### src/design/cms_regs.vh
/*
 Sequencer constants: state codes, config field width, timing counts.
 Assumes the 40 MHz mclk; included by the sequencer modules.
*/
`ifndef CMS_REGS_VH
`define CMS_REGS_VH
// State codes
`define CMS_ST_OFF 3'h0
`define CMS_ST_IDLE 3'h1
`define CMS_ST_SAMPLE 3'h2
`define CMS_ST_HOLD 3'h3
`define CMS_ST_RUN 3'h4
`define CMS_ST_THERM 3'h5
`define CMS_ST_BOOT 3'h6
// Config code width (sixteen resistor settings)
`define CMS_CFG_W 4
`define CMS_CFG_RST 4'h0
// Clock period in ns
`define CMS_CLK_NS 25
// Power-on reset settle time in ns, and cycles rounded up
`define CMS_POR_NS 1000
`define CMS_POR_CYC ((`CMS_POR_NS + `CMS_CLK_NS - 1) / `CMS_CLK_NS)
// Consecutive equal reads needed to accept a config code
`define CMS_CFG_STABLE 4
`endif

### src/design/cms_seq.v
/*
 Operating-state sequencer of a buck-boost controller: off, idle checks,
 config sampling and hold, running with soft-start, thermal shutdown.
 Assumes analog comparators and the config reader drive pin-level inputs
 asynchronous to mclk; all of them pass through cms_sync first.
*/
`timescale 1ns/1ps
`include "cms_regs.vh"
module cms_seq #(
   parameter POR_CYC = `CMS_POR_CYC,
   parameter CFG_STABLE = `CMS_CFG_STABLE
) (
   input wire mclk, // 40 MHz clock
   input wire rst, // Synchronous reset, active high
   input wire ce, // Clock enable, freezes all state when low
   input wire en_above, // Enable pin above turn-on threshold
   input wire undervoltage_lockout_ok, // Undervoltage lockout input above threshold
   input wire vcc_ok, // Internal supply above lockout
   input wire checks_ok, // Startup checks passed
   input wire [3:0] cfg_code, // Resistor code from setting-select reader
   input wire cfg_valid, // Reader has a conversion result
   input wire therm_hot, // Junction over thermal shutdown limit (hysteretic)
   input wire boot_uv, // Bootstrap supply under its threshold (hysteretic)
   output reg logic_on, // Internal logic and reference powered
   output reg power_stage_en, // Power stage enable
   output reg soft_start, // Soft-start restart pulse, one cycle
   output reg [3:0] cfg_latched, // Latched configuration code
   output reg cfg_locked, // Configuration latched and held
   output reg [2:0] state_out // Current state code
);
   localparam ST_OFF = `CMS_ST_OFF;
   localparam ST_IDLE = `CMS_ST_IDLE;
   localparam ST_SAMPLE = `CMS_ST_SAMPLE;
   localparam ST_HOLD = `CMS_ST_HOLD;
   localparam ST_RUN = `CMS_ST_RUN;
   localparam ST_THERM = `CMS_ST_THERM;
   localparam ST_BOOT = `CMS_ST_BOOT;

   wire [10:0] sync_q;
   wire en_s;
   wire undervoltage_lockout_s;
   wire vcc_s;
   wire chk_s;
   wire cfgv_s;
   wire hot_s;
   wire buv_s;
   wire [3:0] code_s;
   reg [2:0] state_reg;
   reg [2:0] state_next;
   reg [15:0] por_cnt_reg;
   reg [3:0] stab_cnt_reg;
   reg [3:0] last_code_reg;
   reg [3:0] cfg_reg;
   reg lock_reg;
   wire por_done;
   wire code_stable;
   wire supply_ok;

   // All pin-level inputs cross into mclk before any logic reads them
   // Reset clears the chain to zero, the inactive level of every input
   cms_sync #(.W(11)) u_sync (
      .mclk(mclk),
      .rst(rst),
      .ce(ce),
      .d_in({en_above, undervoltage_lockout_ok, vcc_ok, checks_ok, cfg_valid, therm_hot, boot_uv,
         cfg_code}),
      .q_out(sync_q)
   );
   assign en_s = sync_q[10];
   assign undervoltage_lockout_s = sync_q[9];
   assign vcc_s = sync_q[8];
   assign chk_s = sync_q[7];
   assign cfgv_s = sync_q[6];
   assign hot_s = sync_q[5];
   assign buv_s = sync_q[4];
   assign code_s = sync_q[3:0];

   // Any of these falling drops the device back to shutdown and frees the config
   assign supply_ok = en_s & undervoltage_lockout_s & vcc_s;
   // Counter is sixteen bits, so settle counts above 65535 are cut short
   assign por_done = (por_cnt_reg >= POR_CYC[15:0]);
   // Code bits cross separately, so only accept after several equal reads
   assign code_stable = cfgv_s && (stab_cnt_reg >= CFG_STABLE[3:0]);

   // Next-state logic
   always @* begin
      state_next = state_reg;
      case (state_reg)
         ST_OFF: begin
            if (supply_ok)
               state_next = ST_IDLE;
         end
         ST_IDLE: begin
            if (por_done && chk_s)
               state_next = ST_SAMPLE;
         end
         ST_SAMPLE: begin
            if (code_stable)
               state_next = ST_HOLD;
         end
         ST_HOLD: begin
            if (chk_s)
               state_next = ST_RUN;
         end
         ST_RUN: begin
            if (hot_s)
               state_next = ST_THERM;
            else if (buv_s)
               state_next = ST_BOOT;
         end
         ST_THERM: begin
            if (!hot_s)
               state_next = ST_RUN;
         end
         ST_BOOT: begin
            // auto restart on recovery
            // Heat outranks the bootstrap fault here, as it does in running
            if (hot_s)
               state_next = ST_THERM;
            else if (!buv_s)
               state_next = ST_RUN;
         end
         default: state_next = ST_OFF;
      endcase
      if (!supply_ok)
         state_next = ST_OFF;
   end

   // State register and power-on settle counter
   always @(posedge mclk) begin
      if (rst) begin
         state_reg <= `CMS_ST_OFF;
         por_cnt_reg <= 16'h0000;
      end else if (ce) begin
         state_reg <= state_next;
         if (state_reg == ST_OFF)
            por_cnt_reg <= 16'h0000;
         else if (!por_done)
            por_cnt_reg <= por_cnt_reg + 16'h0001;
      end
   end

   // Stability filter for the resistor code while sampling
   // A changing or invalid read restarts the count, so noise cannot latch a code
   always @(posedge mclk) begin
      if (rst) begin
         stab_cnt_reg <= 4'h0;
         last_code_reg <= `CMS_CFG_RST;
      end else if (ce) begin
         last_code_reg <= code_s;
         if (state_reg != ST_SAMPLE || !cfgv_s || code_s != last_code_reg)
            stab_cnt_reg <= 4'h0;
         else if (stab_cnt_reg < CFG_STABLE[3:0])
            stab_cnt_reg <= stab_cnt_reg + 4'h1;
      end
   end

   // Config latch: written once per power-up, cleared only by shutdown
   // Clear wins over latch: a code read while the supply falls is not kept
   always @(posedge mclk) begin
      if (rst) begin
         cfg_reg <= `CMS_CFG_RST;
         lock_reg <= 1'b0;
      end else if (ce) begin
         if (!supply_ok) begin
            cfg_reg <= `CMS_CFG_RST;
            lock_reg <= 1'b0;
         end else if (state_reg == ST_SAMPLE && code_stable && !lock_reg) begin
            cfg_reg <= code_s;
            lock_reg <= 1'b1;
         end
      end
   end

   // Registered outputs; the state-based ones use the next state so they align with it
   always @(posedge mclk) begin
      if (rst) begin
         logic_on <= 1'b0;
         power_stage_en <= 1'b0;
         soft_start <= 1'b0;
         cfg_latched <= `CMS_CFG_RST;
         cfg_locked <= 1'b0;
         state_out <= `CMS_ST_OFF;
      end else if (ce) begin
         logic_on <= (state_next != ST_OFF);
         power_stage_en <= (state_next == ST_RUN);
         soft_start <= (state_next == ST_RUN) && (state_reg != ST_RUN);
         // Config copies trail the latch by one edge; state_out does not
         cfg_latched <= cfg_reg;
         cfg_locked <= lock_reg;
         state_out <= state_next;
      end
   end
endmodule // cms_seq

### src/design/cms_sync.v
/*
 Two-flop synchroniser bank for pin-level inputs.
 Assumes inputs are asynchronous to mclk; first stage is read only by the second.
*/
`timescale 1ns/1ps
`include "cms_regs.vh"
module cms_sync #(
   parameter W = 1
) (
   input wire mclk, // System clock
   input wire rst, // Synchronous reset, active high
   input wire ce, // Clock enable
   input wire [W-1:0] d_in, // Asynchronous inputs
   output wire [W-1:0] q_out // Synchronised outputs
);
   reg [W-1:0] meta_reg;
   reg [W-1:0] sync_reg;
   genvar i;
   // One pair of flops per bit
   generate
      for (i = 0; i < W; i = i + 1) begin : g_bit
         always @(posedge mclk) begin
            if (rst) begin
               meta_reg[i] <= 1'b0;
               sync_reg[i] <= 1'b0;
            end else if (ce) begin
               meta_reg[i] <= d_in[i];
               sync_reg[i] <= meta_reg[i];
            end
         end
      end
   endgenerate
   assign q_out = sync_reg;
endmodule // cms_sync

### config.mk
export PLATFORM = sky130hd
export DESIGN_NAME = cms_seq
export DESIGN_NICKNAME = d
export VERILOG_FILES = /design/src/design/cms_seq.v /design/src/design/cms_sync.v
export VERILOG_INCLUDE_DIRS = /design/src /design/src/design
export SDC_FILE = /design/constraint.sdc
export NUM_CORES = 1
export LEC_CHECK = 0
export BUFFER_PORTS_ARGS = -buffer_cell sky130_fd_sc_hd__buf_2
export CORE_ASPECT_RATIO = 0.75
export CORE_MARGIN = 4
export CORE_UTILIZATION = 30
export CTS_CLUSTER_SIZE = 10
export DETAILED_ROUTE_END_ITERATION = 6
export GPL_TIMING_DRIVEN = 0
export SETUP_SLACK_MARGIN = 0.2
export SYNTH_ARGS = -nofsm -noshare
export SYNTH_HDL_FRONTEND = slang
export SYNTH_SLANG_ARGS = --single-unit
### constraint.sdc
create_clock -name mclk -period 2.6 [get_ports mclk]
set_clock_uncertainty 0.2 [all_clocks]
set_input_delay 0.52 -clock mclk [delete_from_list [all_inputs] [get_ports mclk]]
set_output_delay 0.52 -clock mclk [all_outputs]
set_load 0.02 [all_outputs]
==> results of run 1 <==
==> worst paths after layout <==
path                            slack (ps)                 end
worst max-delay path                   640          cfg_reg[0]
worst min register to register         260            logic_on
worst max register to register         640          cfg_reg[0]
worst min-delay path                   240  u_sync.meta_reg[9]
==> final cells by class <==
| cell class | count | area, sq um | share of cell area (%) |
|---|---|---|---|
| Clock inverter | 5 | 81.3 | 2.57 |
| Inverter | 7 | 26.3 | 0.831 |
| Multi-Input combinational cell | 176 | 1240 | 39.3 |
| Buffer | 16 | 71.3 | 2.26 |
| Sequential cell | 62 | 1240 | 39.3 |
| Tap cell | 108 | 135 | 4.28 |
| Timing Repair Buffer | 22 | 110 | 3.48 |
| Clock buffer | 11 | 253 | 8.00 |
==> through the flow <==
step           power, mW  area, sq um  cells  setup WS (ps)
2_1_floorplan       1.07         2580    261            796
3_3_place_gp        1.09         2830    391            300
3_5_place_dp        1.10         2830    391            319
4_1_cts             2.42         3160    407            627
5_1_grt             2.48         3160    407            492
6_report            2.39         3160    407            637
==> placed cells by master, fill, tap and decap left out, types with 2 or more instances in the layout <==
cell type / instances
a21oi_1: 8
a22o_1: 6
a31oi_1: 5
and2_1: 9
buf_2: 28
bufinv_16: 2
clkbuf_1: 9
clkbuf_16: 9
clkbuf_8: 2
dfxtp_1: 62
ha_1: 3
inv_1: 7
mux2i_1: 31
nand2_1: 10
nand2b_1: 5
nand3_1: 7
nand3b_1: 3
nand4_1: 2
nor2_1: 39
nor3_1: 4
nor3b_1: 4
nor4_1: 2
nor4_4: 2
o211ai_1: 3
o31ai_1: 2
o41ai_1: 3
or3_1: 2
xor2_1: 4
==> per-layer routing <==
layer / global-route usage [%] / wire, um
met1: 16.4 / 2940
met2: 18.5 / 2550
met3: 4.65 / 202
met4: 2.88 / 25
met5: 0 / 0
==> worst min-delay path, delay by kind of cell <==
kind	cells	cell delay, ps
AND/OR/NAND/NOR	1	80
buffers and inverters	1	70
multiplexers	1	50
==> cells by family (layout without fill, tap and decap cells) <==
kind of cell	count (synthesis)	count (layout)	share of synthesized area (%)
flops	62	62	48.1
fa+ha+maj	3	3	1.45
compound gates	40	40	11.7
simple gates	97	97	21.2
mux	31	31	12.0
buf+inv	23	61	3.78
xor+xnor	5	5	1.70
==> where the power goes <==
group | internal (mW) | total, mW | switching [mW]
logic | 0.0375 | 0.0946 | 0.0571
clock network | 0.890 | 1.31 | 0.423
registers | 0.969 | 0.981 | 0.0124
total | 1.90 | 2.39 | 0.493
==> impl_metrics.yaml, run 1 <==
clock_network:
  ctsResizeCount: 0
  cts_hold_buf: 0
  clock_latency_ps: 320
  cts_num_sinks: 62
  path_clk_slew_ps: 60
  postCtsSetupBuffers: 0
  cts_made_buffers: 9
  clockBufferDepth: 2
  tritoncts: "yes"
  root_buffer: "clkbuf_16"
  h-tree-depth: 3
synthesis:
  synth_warnings: 0
  synth_most_common_cell: "dfxtp_1"
  ys_async_sr_fraction_pct: 0
  synth-seq-area-share_pct: 48.1
  synth_cells: 261
  syn_nets: 278
  syn_area_sq_mm: 0.00258
  ys_top_cells_by_area: "dfxtp_1, mux2i_1, nor2_1"
  synth_top_area_cell: "dfxtp_1"
  yosys.area.top_type_share_pct: 48.1
  ys_types: 48
  syn_avg_cell_area_sq_um: 9.89
  yosys-top-cells-count: "dfxtp_1, nor2_1, mux2i_1, nand2_1"
  synth_edf_count: 0
  synth_seq_cells: 62
  synth_ff_type: "dfxtp_1"
setup_path:
  cp_top_family: "simple AND/OR/NAND/NOR gates"
  critical_path_class: "reg2reg"
  crit_fanout: 10
  worstSetupStartpointType: "flop"
  critPathLaunch: "state_out[1]"
  crit_buf_inv: 1
  critical_path_depth: 5
  arrival_ps: 2030
  crit_path_end_kind: "flop"
  timing.rr.start: "state_out[1]"
  cp.required_ps: 2660
  path_cells: "buf_2 -> and4bb_2 -> o21ai_2 -> nor4_2 -> a22o_1"
  cp_slowest_stage_delay_ps: 540
  reg2regPathDepth: 5
  slowest_stage: "nor4_2"
timing:
  period_needed_ps: 1960
  rsz0062_at_grt: "false"
  min_period_over_period_pct: 75.5
  fmax_mhz: 509
  fin_setup_tns_ps: 0
  slew_headroom_pct: 55.4
  worstMarginPinSlew_ps: 666
  hold_slack_ps: 237
  hold_violations: 0
  setup_viol: 0
  drv_slew: 0
routing:
  num_vias: 1990
  first_iter_violations: 101
  drt_pass1_iterations: 5
  wl_per_cell_um: 14.0
  viasPerCell: 4.89
  drt_wl_total_um: 5720
  antenna_left: 0
  drc: 0
pwr:
  vdd_drop_max_uv: 401
  p_per_area_mw_per_mm2: 756
  power_leakage_nw: 1.33
floorplanning:
  die_y_um: 88.3
  die_area_sq_mm: 0.0102
  rows: 29
  initial_utilization_pct: 30.7
  core_sq_mm: 0.00842
  dieWidth_um: 115
  io_pins: 25
place:
  port-buffer-count: 22
  place_hpwl_um: 4100
  gp_congestion: 0.818
layout:
  antennaDiodeCount: 0
  fillers: 850
  largest_reg_flops: 16
  nets: 311
  drive_gt1_share_pct: 18.1
  fin_util_pct: 37.5
  area_growth_pct: 22.4
run_status:
  status: "complete, no violations"
grt:
  grt_max_degree: 12
  grt_pass1_wl_um: 9770
  grt_pass1_vias: 1964
  grt_overflow: 0
  grt_util_all_layers_pct: 12.2
  grt_antenna_before_repair: 0
job:
  maxCapViolCount: 0
hold_path:
  hold_depth: 3
  min-delay-start: "undervoltage_lockout_ok"
  min-delay-path-class: "in2reg"
Power figures use the tool's default switching activity.
==> run 2: changes to the inputs <==
==> constraint.sdc (replaced) <==
create_clock -name mclk -period 1.85 [get_ports mclk]
set_clock_uncertainty 0.2 [all_clocks]
set_input_delay 0.37 -clock mclk [delete_from_list [all_inputs] [get_ports mclk]]
set_output_delay 0.37 -clock mclk [all_outputs]
set_load 0.02 [all_outputs]
==> run 2 against run 1 <==
Clock power is 18% higher; sequential power is 41% higher; hold slack worse by 170 ps; first-iteration DRC count is 12% lower; critical path type unchanged.
==> impl_metrics.yaml, run 2 (synthesis results as in run 1) <==
run_status:
  status: "complete, no violations"
timing:
  period_needed_ps: 1770
  setup_ws_ps: 84.7
  setup_viol: 0
  min_period_over_period_pct: 95.4
  rsz0062_at_grt: "true"
  worstMarginPinSlew_ps: 578
  slew_headroom_pct: 61.5
  hold_violations: 0
  drv_slew: 0
  fmax_mhz: 566
clock_network:
  clock_latency_ps: 330
  clockBufferDepth: 2
  path_clk_slew_ps: 50
  root_buffer: "clkbuf_16"
  cts_made_buffers: 9
  tritoncts: "yes"
  cts_num_sinks: 62
  h-tree-depth: 3
grt:
  grt_pass1_wl_um: 9630
  grt_overflow: 0
  grt_max_degree: 11
  grt_util_all_layers_pct: 12.5
  grt_antenna_before_repair: 0
  grt_pass1_vias: 1914
layout:
  largest_reg_flops: 16
  layout_common_cells: "dfxtp_1, nor2_1, mux2i_1"
  fillers: 835
  antennaDiodeCount: 0
  nets: 326
  layout_commonest_cell: "dfxtp_1"
  drive_gt1_share_pct: 29.7
  area_growth_pct: 30.3
  fin_util_pct: 40.0
floorplanning:
  die_y_um: 88.3
  rows: 29
  initial_utilization_pct: 30.7
  core_sq_mm: 0.00842
  dieWidth_um: 115
  io_pins: 25
  die_area_sq_mm: 0.0102
job:
  maxCapViolCount: 0
routing:
  viasPerCell: 4.91
  antenna_left: 0
  first_iter_violations: 89
  drt_pass1_iterations: 4
  num_vias: 2067
  drc: 0
  drt_wl_total_um: 5980
  wl_per_cell_um: 14.2
setup_path:
  arrival_ps: 1780
  crit_fanout: 5
  worstSetupStartpointType: "flop"
  cp.required_ps: 1860
  crit_path_end_kind: "flop"
  critical_path_class: "reg2reg"
place:
  gp_congestion: 0.793
  place_hpwl_um: 3920
  port-buffer-count: 22
  dp_slack_ps: -309
pwr:
  vdd_drop_max_uv: 488
  power.total_mw: 3.06
  power_leakage_nw: 1.42
  p_per_area_mw_per_mm2: 909
hold_path:
  min-delay-path-class: "in2reg"
## run 2: cell types whose count changed in the layout (fill, tap and decap cells not counted), sizes merged
cell	before	now
nand4	3	4
bufinv	2	0
clkinv	2	3
clkbuf	20	19
buf	29	44
## run 2: timing repair
| action | CTS | global route |
|---|---|---|
| gates resized for setup | 21 | 13 |
| buffers inserted | 10 | 2 |
| cloned | 2 | 1 |
| endpoints found under the setup margin | 60 | 38 |
| pin swaps | 16 | 7 |
| hold buffers | 0 | 0 |
## run 2: area by class of cell
type	instances	area [sq um]	area share, %
Inverter	7	26.3	0.781
Buffer	16	103	3.05
Multi-Input combinational cell	177	1360	40.5
Clock buffer	11	253	7.51
Clock inverter	4	22.5	0.669
Timing Repair Buffer	36	214	6.36
Sequential cell	62	1250	37.1
Tap cell	108	135	4.02
## run 2: where the power goes
group | internal, mW | leakage [nW] | total [mW] | switching, mW
registers | 1.36 | 0.506 | 1.38 | 0.0182
logic | 0.0564 | 0.779 | 0.140 | 0.0837
clock network | 0.962 | 0.137 | 1.54 | 0.575
## run 2: critical path: stages (launching register included)
cell,delay [ps]
dfxtp_2,330
nor4_4,370
nand4_4,170
a311o_1,340
a22o_1,240
## run 2: path summary, 6_finish.rpt
kind | start | to | depth (start not counted) | slack, ps
setup / recovery | por_cnt_reg[9] | state_out[1] | 4 | 80
hold / removal | checks_ok | u_sync.meta_reg[7] | 3 | 70
setup reg to reg | por_cnt_reg[9] | state_out[1] | 4 | 80
hold reg to reg | por_cnt_reg[15] | por_cnt_reg[15] | 1 | 260
## run 2: stage by stage
step,hold WS [ps],cell area [sq um],TNS (ps),std cells
after floorplan,231,2590,0,261
after global placement,244,2840,-9880,391
after detailed placement,252,2840,-10210,391
after CTS,64.0,3290,0,418
after global routing,70.8,3360,0,421
final,70.4,3360,0,421
## run 2: routing by layer
layer  routed length (um)  part of all wire, %  vias up  global-route usage, %
met5                    0                    0        -                      0
met4                   79                  1.3        0                   4.80
met3                  461                  7.7       10                   6.08
met2                 2550                   43       57                   17.4
met1                 2890                   48      964                   16.8
li1                     -                    -     1036                      -
==> run 3: changes to the inputs <==
--- a/config.mk
+++ b/config.mk
@@ -13,6 +13,7 @@
 export CTS_CLUSTER_SIZE = 10
 export DETAILED_ROUTE_END_ITERATION = 6
 export GPL_TIMING_DRIVEN = 0
+export HOLD_SLACK_MARGIN = 0.08
 export SETUP_SLACK_MARGIN = 0.2
 export SYNTH_ARGS = -nofsm -noshare
 export SYNTH_HDL_FRONTEND = slang
==> run 3 against run 2 <==
Die area did not move; core utilization rose by 0.97 points; clock power barely moved; via count rose by 1.5%; final area rose by 2.4%; sequential share of layout area fell by 0.88 points; worst setup slack got worse by 2.5 ps; clock-buffer cell count did not move; global-route usage rose by 0.14 points; power rose by 0.40%; sequential cell count did not move; highest routed layer unchanged.
==> impl_metrics.yaml, run 3 (synthesis results as in run 1) <==
routing:
  antenna_left: 0
  drt_wl_total_um: 6010
  num_vias: 2098
  drt_pass1_iterations: 4
  viasPerCell: 4.89
  wl_per_cell_um: 14.0
  first_iter_violations: 105
  drc: 0
pwr:
  clock_power_share_pct: 50.0
  p_int_mw: 2.39
  vdd_drop_max_uv: 488
  power_switching_uw: 678
  p_comb_share_pct: 5.0
  swShare_pct: 22.1
  p_per_area_mw_per_mm2: 891
  power_leakage_nw: 1.46
  power_frac_seq_pct: 45.0
setup_path:
  path_cells: "nor4_4 -> nand4_4 -> a311o_1 -> a22o_1"
  crit_fanout: 5
  cp.required_ps: 1860
  arrival_ps: 1780
  worstSetupStartpointType: "flop"
  slowest_stage: "nor4_4"
  cp_top_family: "compound AO/OA/AOI/OAI gates"
  cp_slowest_stage_delay_ps: 370
  crit_buf_inv: 0
  crit_path_end_kind: "flop"
  critical_path_class: "reg2reg"
timing:
  drv_slew: 0
  hold_violations: 0
  min_period_over_period_pct: 95.6
  slew_headroom_pct: 70.6
  hold_slack_ps: 89.6
  setup_viol: 0
  period_needed_ps: 1770
  fmax_mhz: 566
  rsz0062_at_grt: "true"
  setup_ws_ps: 82.2
  worstMarginPinSlew_ps: 439
layout:
  antennaDiodeCount: 0
  area_growth_pct: 33.5
  fin_cells: 429
  regArea_sq_mm: 0.00125
  largest_reg_flops: 16
  multi_input_area_sq_mm: 0.00136
  layout_commonest_cell: "dfxtp_1"
  nets: 334
  layout_common_cells: "dfxtp_1, nor2_1, mux2i_1"
  drive_gt1_share_pct: 29.3
  fillers: 830
grt:
  grt_antenna_before_repair: 0
  grt_pass1_wl_um: 9780
  grt_util_all_layers_pct: 12.7
  grt_overflow: 0
  grt_pass1_vias: 1963
  grt_max_degree: 11
place:
  gp_congestion: 0.793
  place_hpwl_um: 3920
  dp_slack_ps: -309
  port-buffer-count: 22
  placed_cells: 391
clock_network:
  tritoncts: "yes"
  path_clk_slew_ps: 50
  clock_latency_ps: 330
  h-tree-depth: 3
  clockBufferDepth: 2
  root_buffer: "clkbuf_16"
  cts_made_buffers: 9
  cts_num_sinks: 62
floorplanning:
  rows: 29
  io_pins: 25
  initial_utilization_pct: 30.7
  die_y_um: 88.3
  core_sq_mm: 0.00842
  die_area_sq_mm: 0.0102
  dieWidth_um: 115
hold_path:
  min-delay-path-class: "in2reg"
run_status:
  status: "complete, no violations"
job:
  maxCapViolCount: 0
[run 3: cell types whose count changed in the layout (fill, tap and decap cells not counted), sizes merged]
cell         before  now
dlygate4sd3       0    8
[run 3: area by class of cell]
cell class,count,area share [%]
Tap cell,108,3.92
Clock buffer,11,7.33
Inverter,7,0.763
Sequential cell,62,36.2
Clock inverter,4,0.654
Multi-Input combinational cell,177,39.5
Timing Repair Buffer,44,8.53
Buffer,16,3.01
[run 3: worst min-delay path: cells and delay by family]
family,cells,cell delay [ps]
buffers and inverters,1,80
AND/OR/NAND/NOR,1,70
multiplexers,1,60
[run 3: stage by stage]
stage | area [sq um] | power, mW | utilization [%] | TNS, ps
4_1_cts | 3370 | 3.10 | 40.1 | 0
6_report | 3450 | 3.07 | 40.9 | 0
3_5_place_dp | 2840 | 1.54 | 33.7 | -10210
5_1_grt | 3450 | 3.19 | 40.9 | 0
3_3_place_gp | 2840 | 1.54 | 33.7 | -9880
2_1_floorplan | 2590 | 1.50 | - | 0
[run 3: path summary, 6_finish.rpt]
path	from	endpoint	slack (ps)	cells after the start
setup / recovery	por_cnt_reg[9]	state_out[1]	80	4
hold / removal	cfg_code[2]	u_sync.meta_reg[2]	90	3
setup reg to reg	por_cnt_reg[9]	state_out[1]	80	4
hold reg to reg	por_cnt_reg[15]	por_cnt_reg[15]	260	1
[run 3: layer usage]
layer / vias up / GRT usage (%) / wire length (um)
li1: 1051 / - / -
met1: 984 / 16.9 / 2960
met2: 51 / 17.8 / 2570
met3: 12 / 6.02 / 397
met4: 0 / 4.80 / 87
met5: - / 0 / 0
[run 3: what timing repair did]
item                                    in CTS  in global routing
gates cloned                                 2                  1
endpoints found under the setup margin      60                 38
hold endpoints to repair                     8                  0
pin swaps                                   16                  7
buffers inserted                            10                  2
hold buffers                                 8                  0
gates resized for setup                     21                 15
[run 3: power by group through the flow]
| stage | Clock [mW] | Sequential, mW | Combinational, mW |
|---|---|---|---|
| floorplan | 0 | 1.40 | 0.0956 |
| global placement | 0 | 1.41 | 0.131 |
| detailed placement | 0 | 1.41 | 0.133 |
| CTS | 1.57 | 1.38 | 0.152 |
| global route | 1.64 | 1.38 | 0.172 |
| finish | 1.54 | 1.38 | 0.153 |
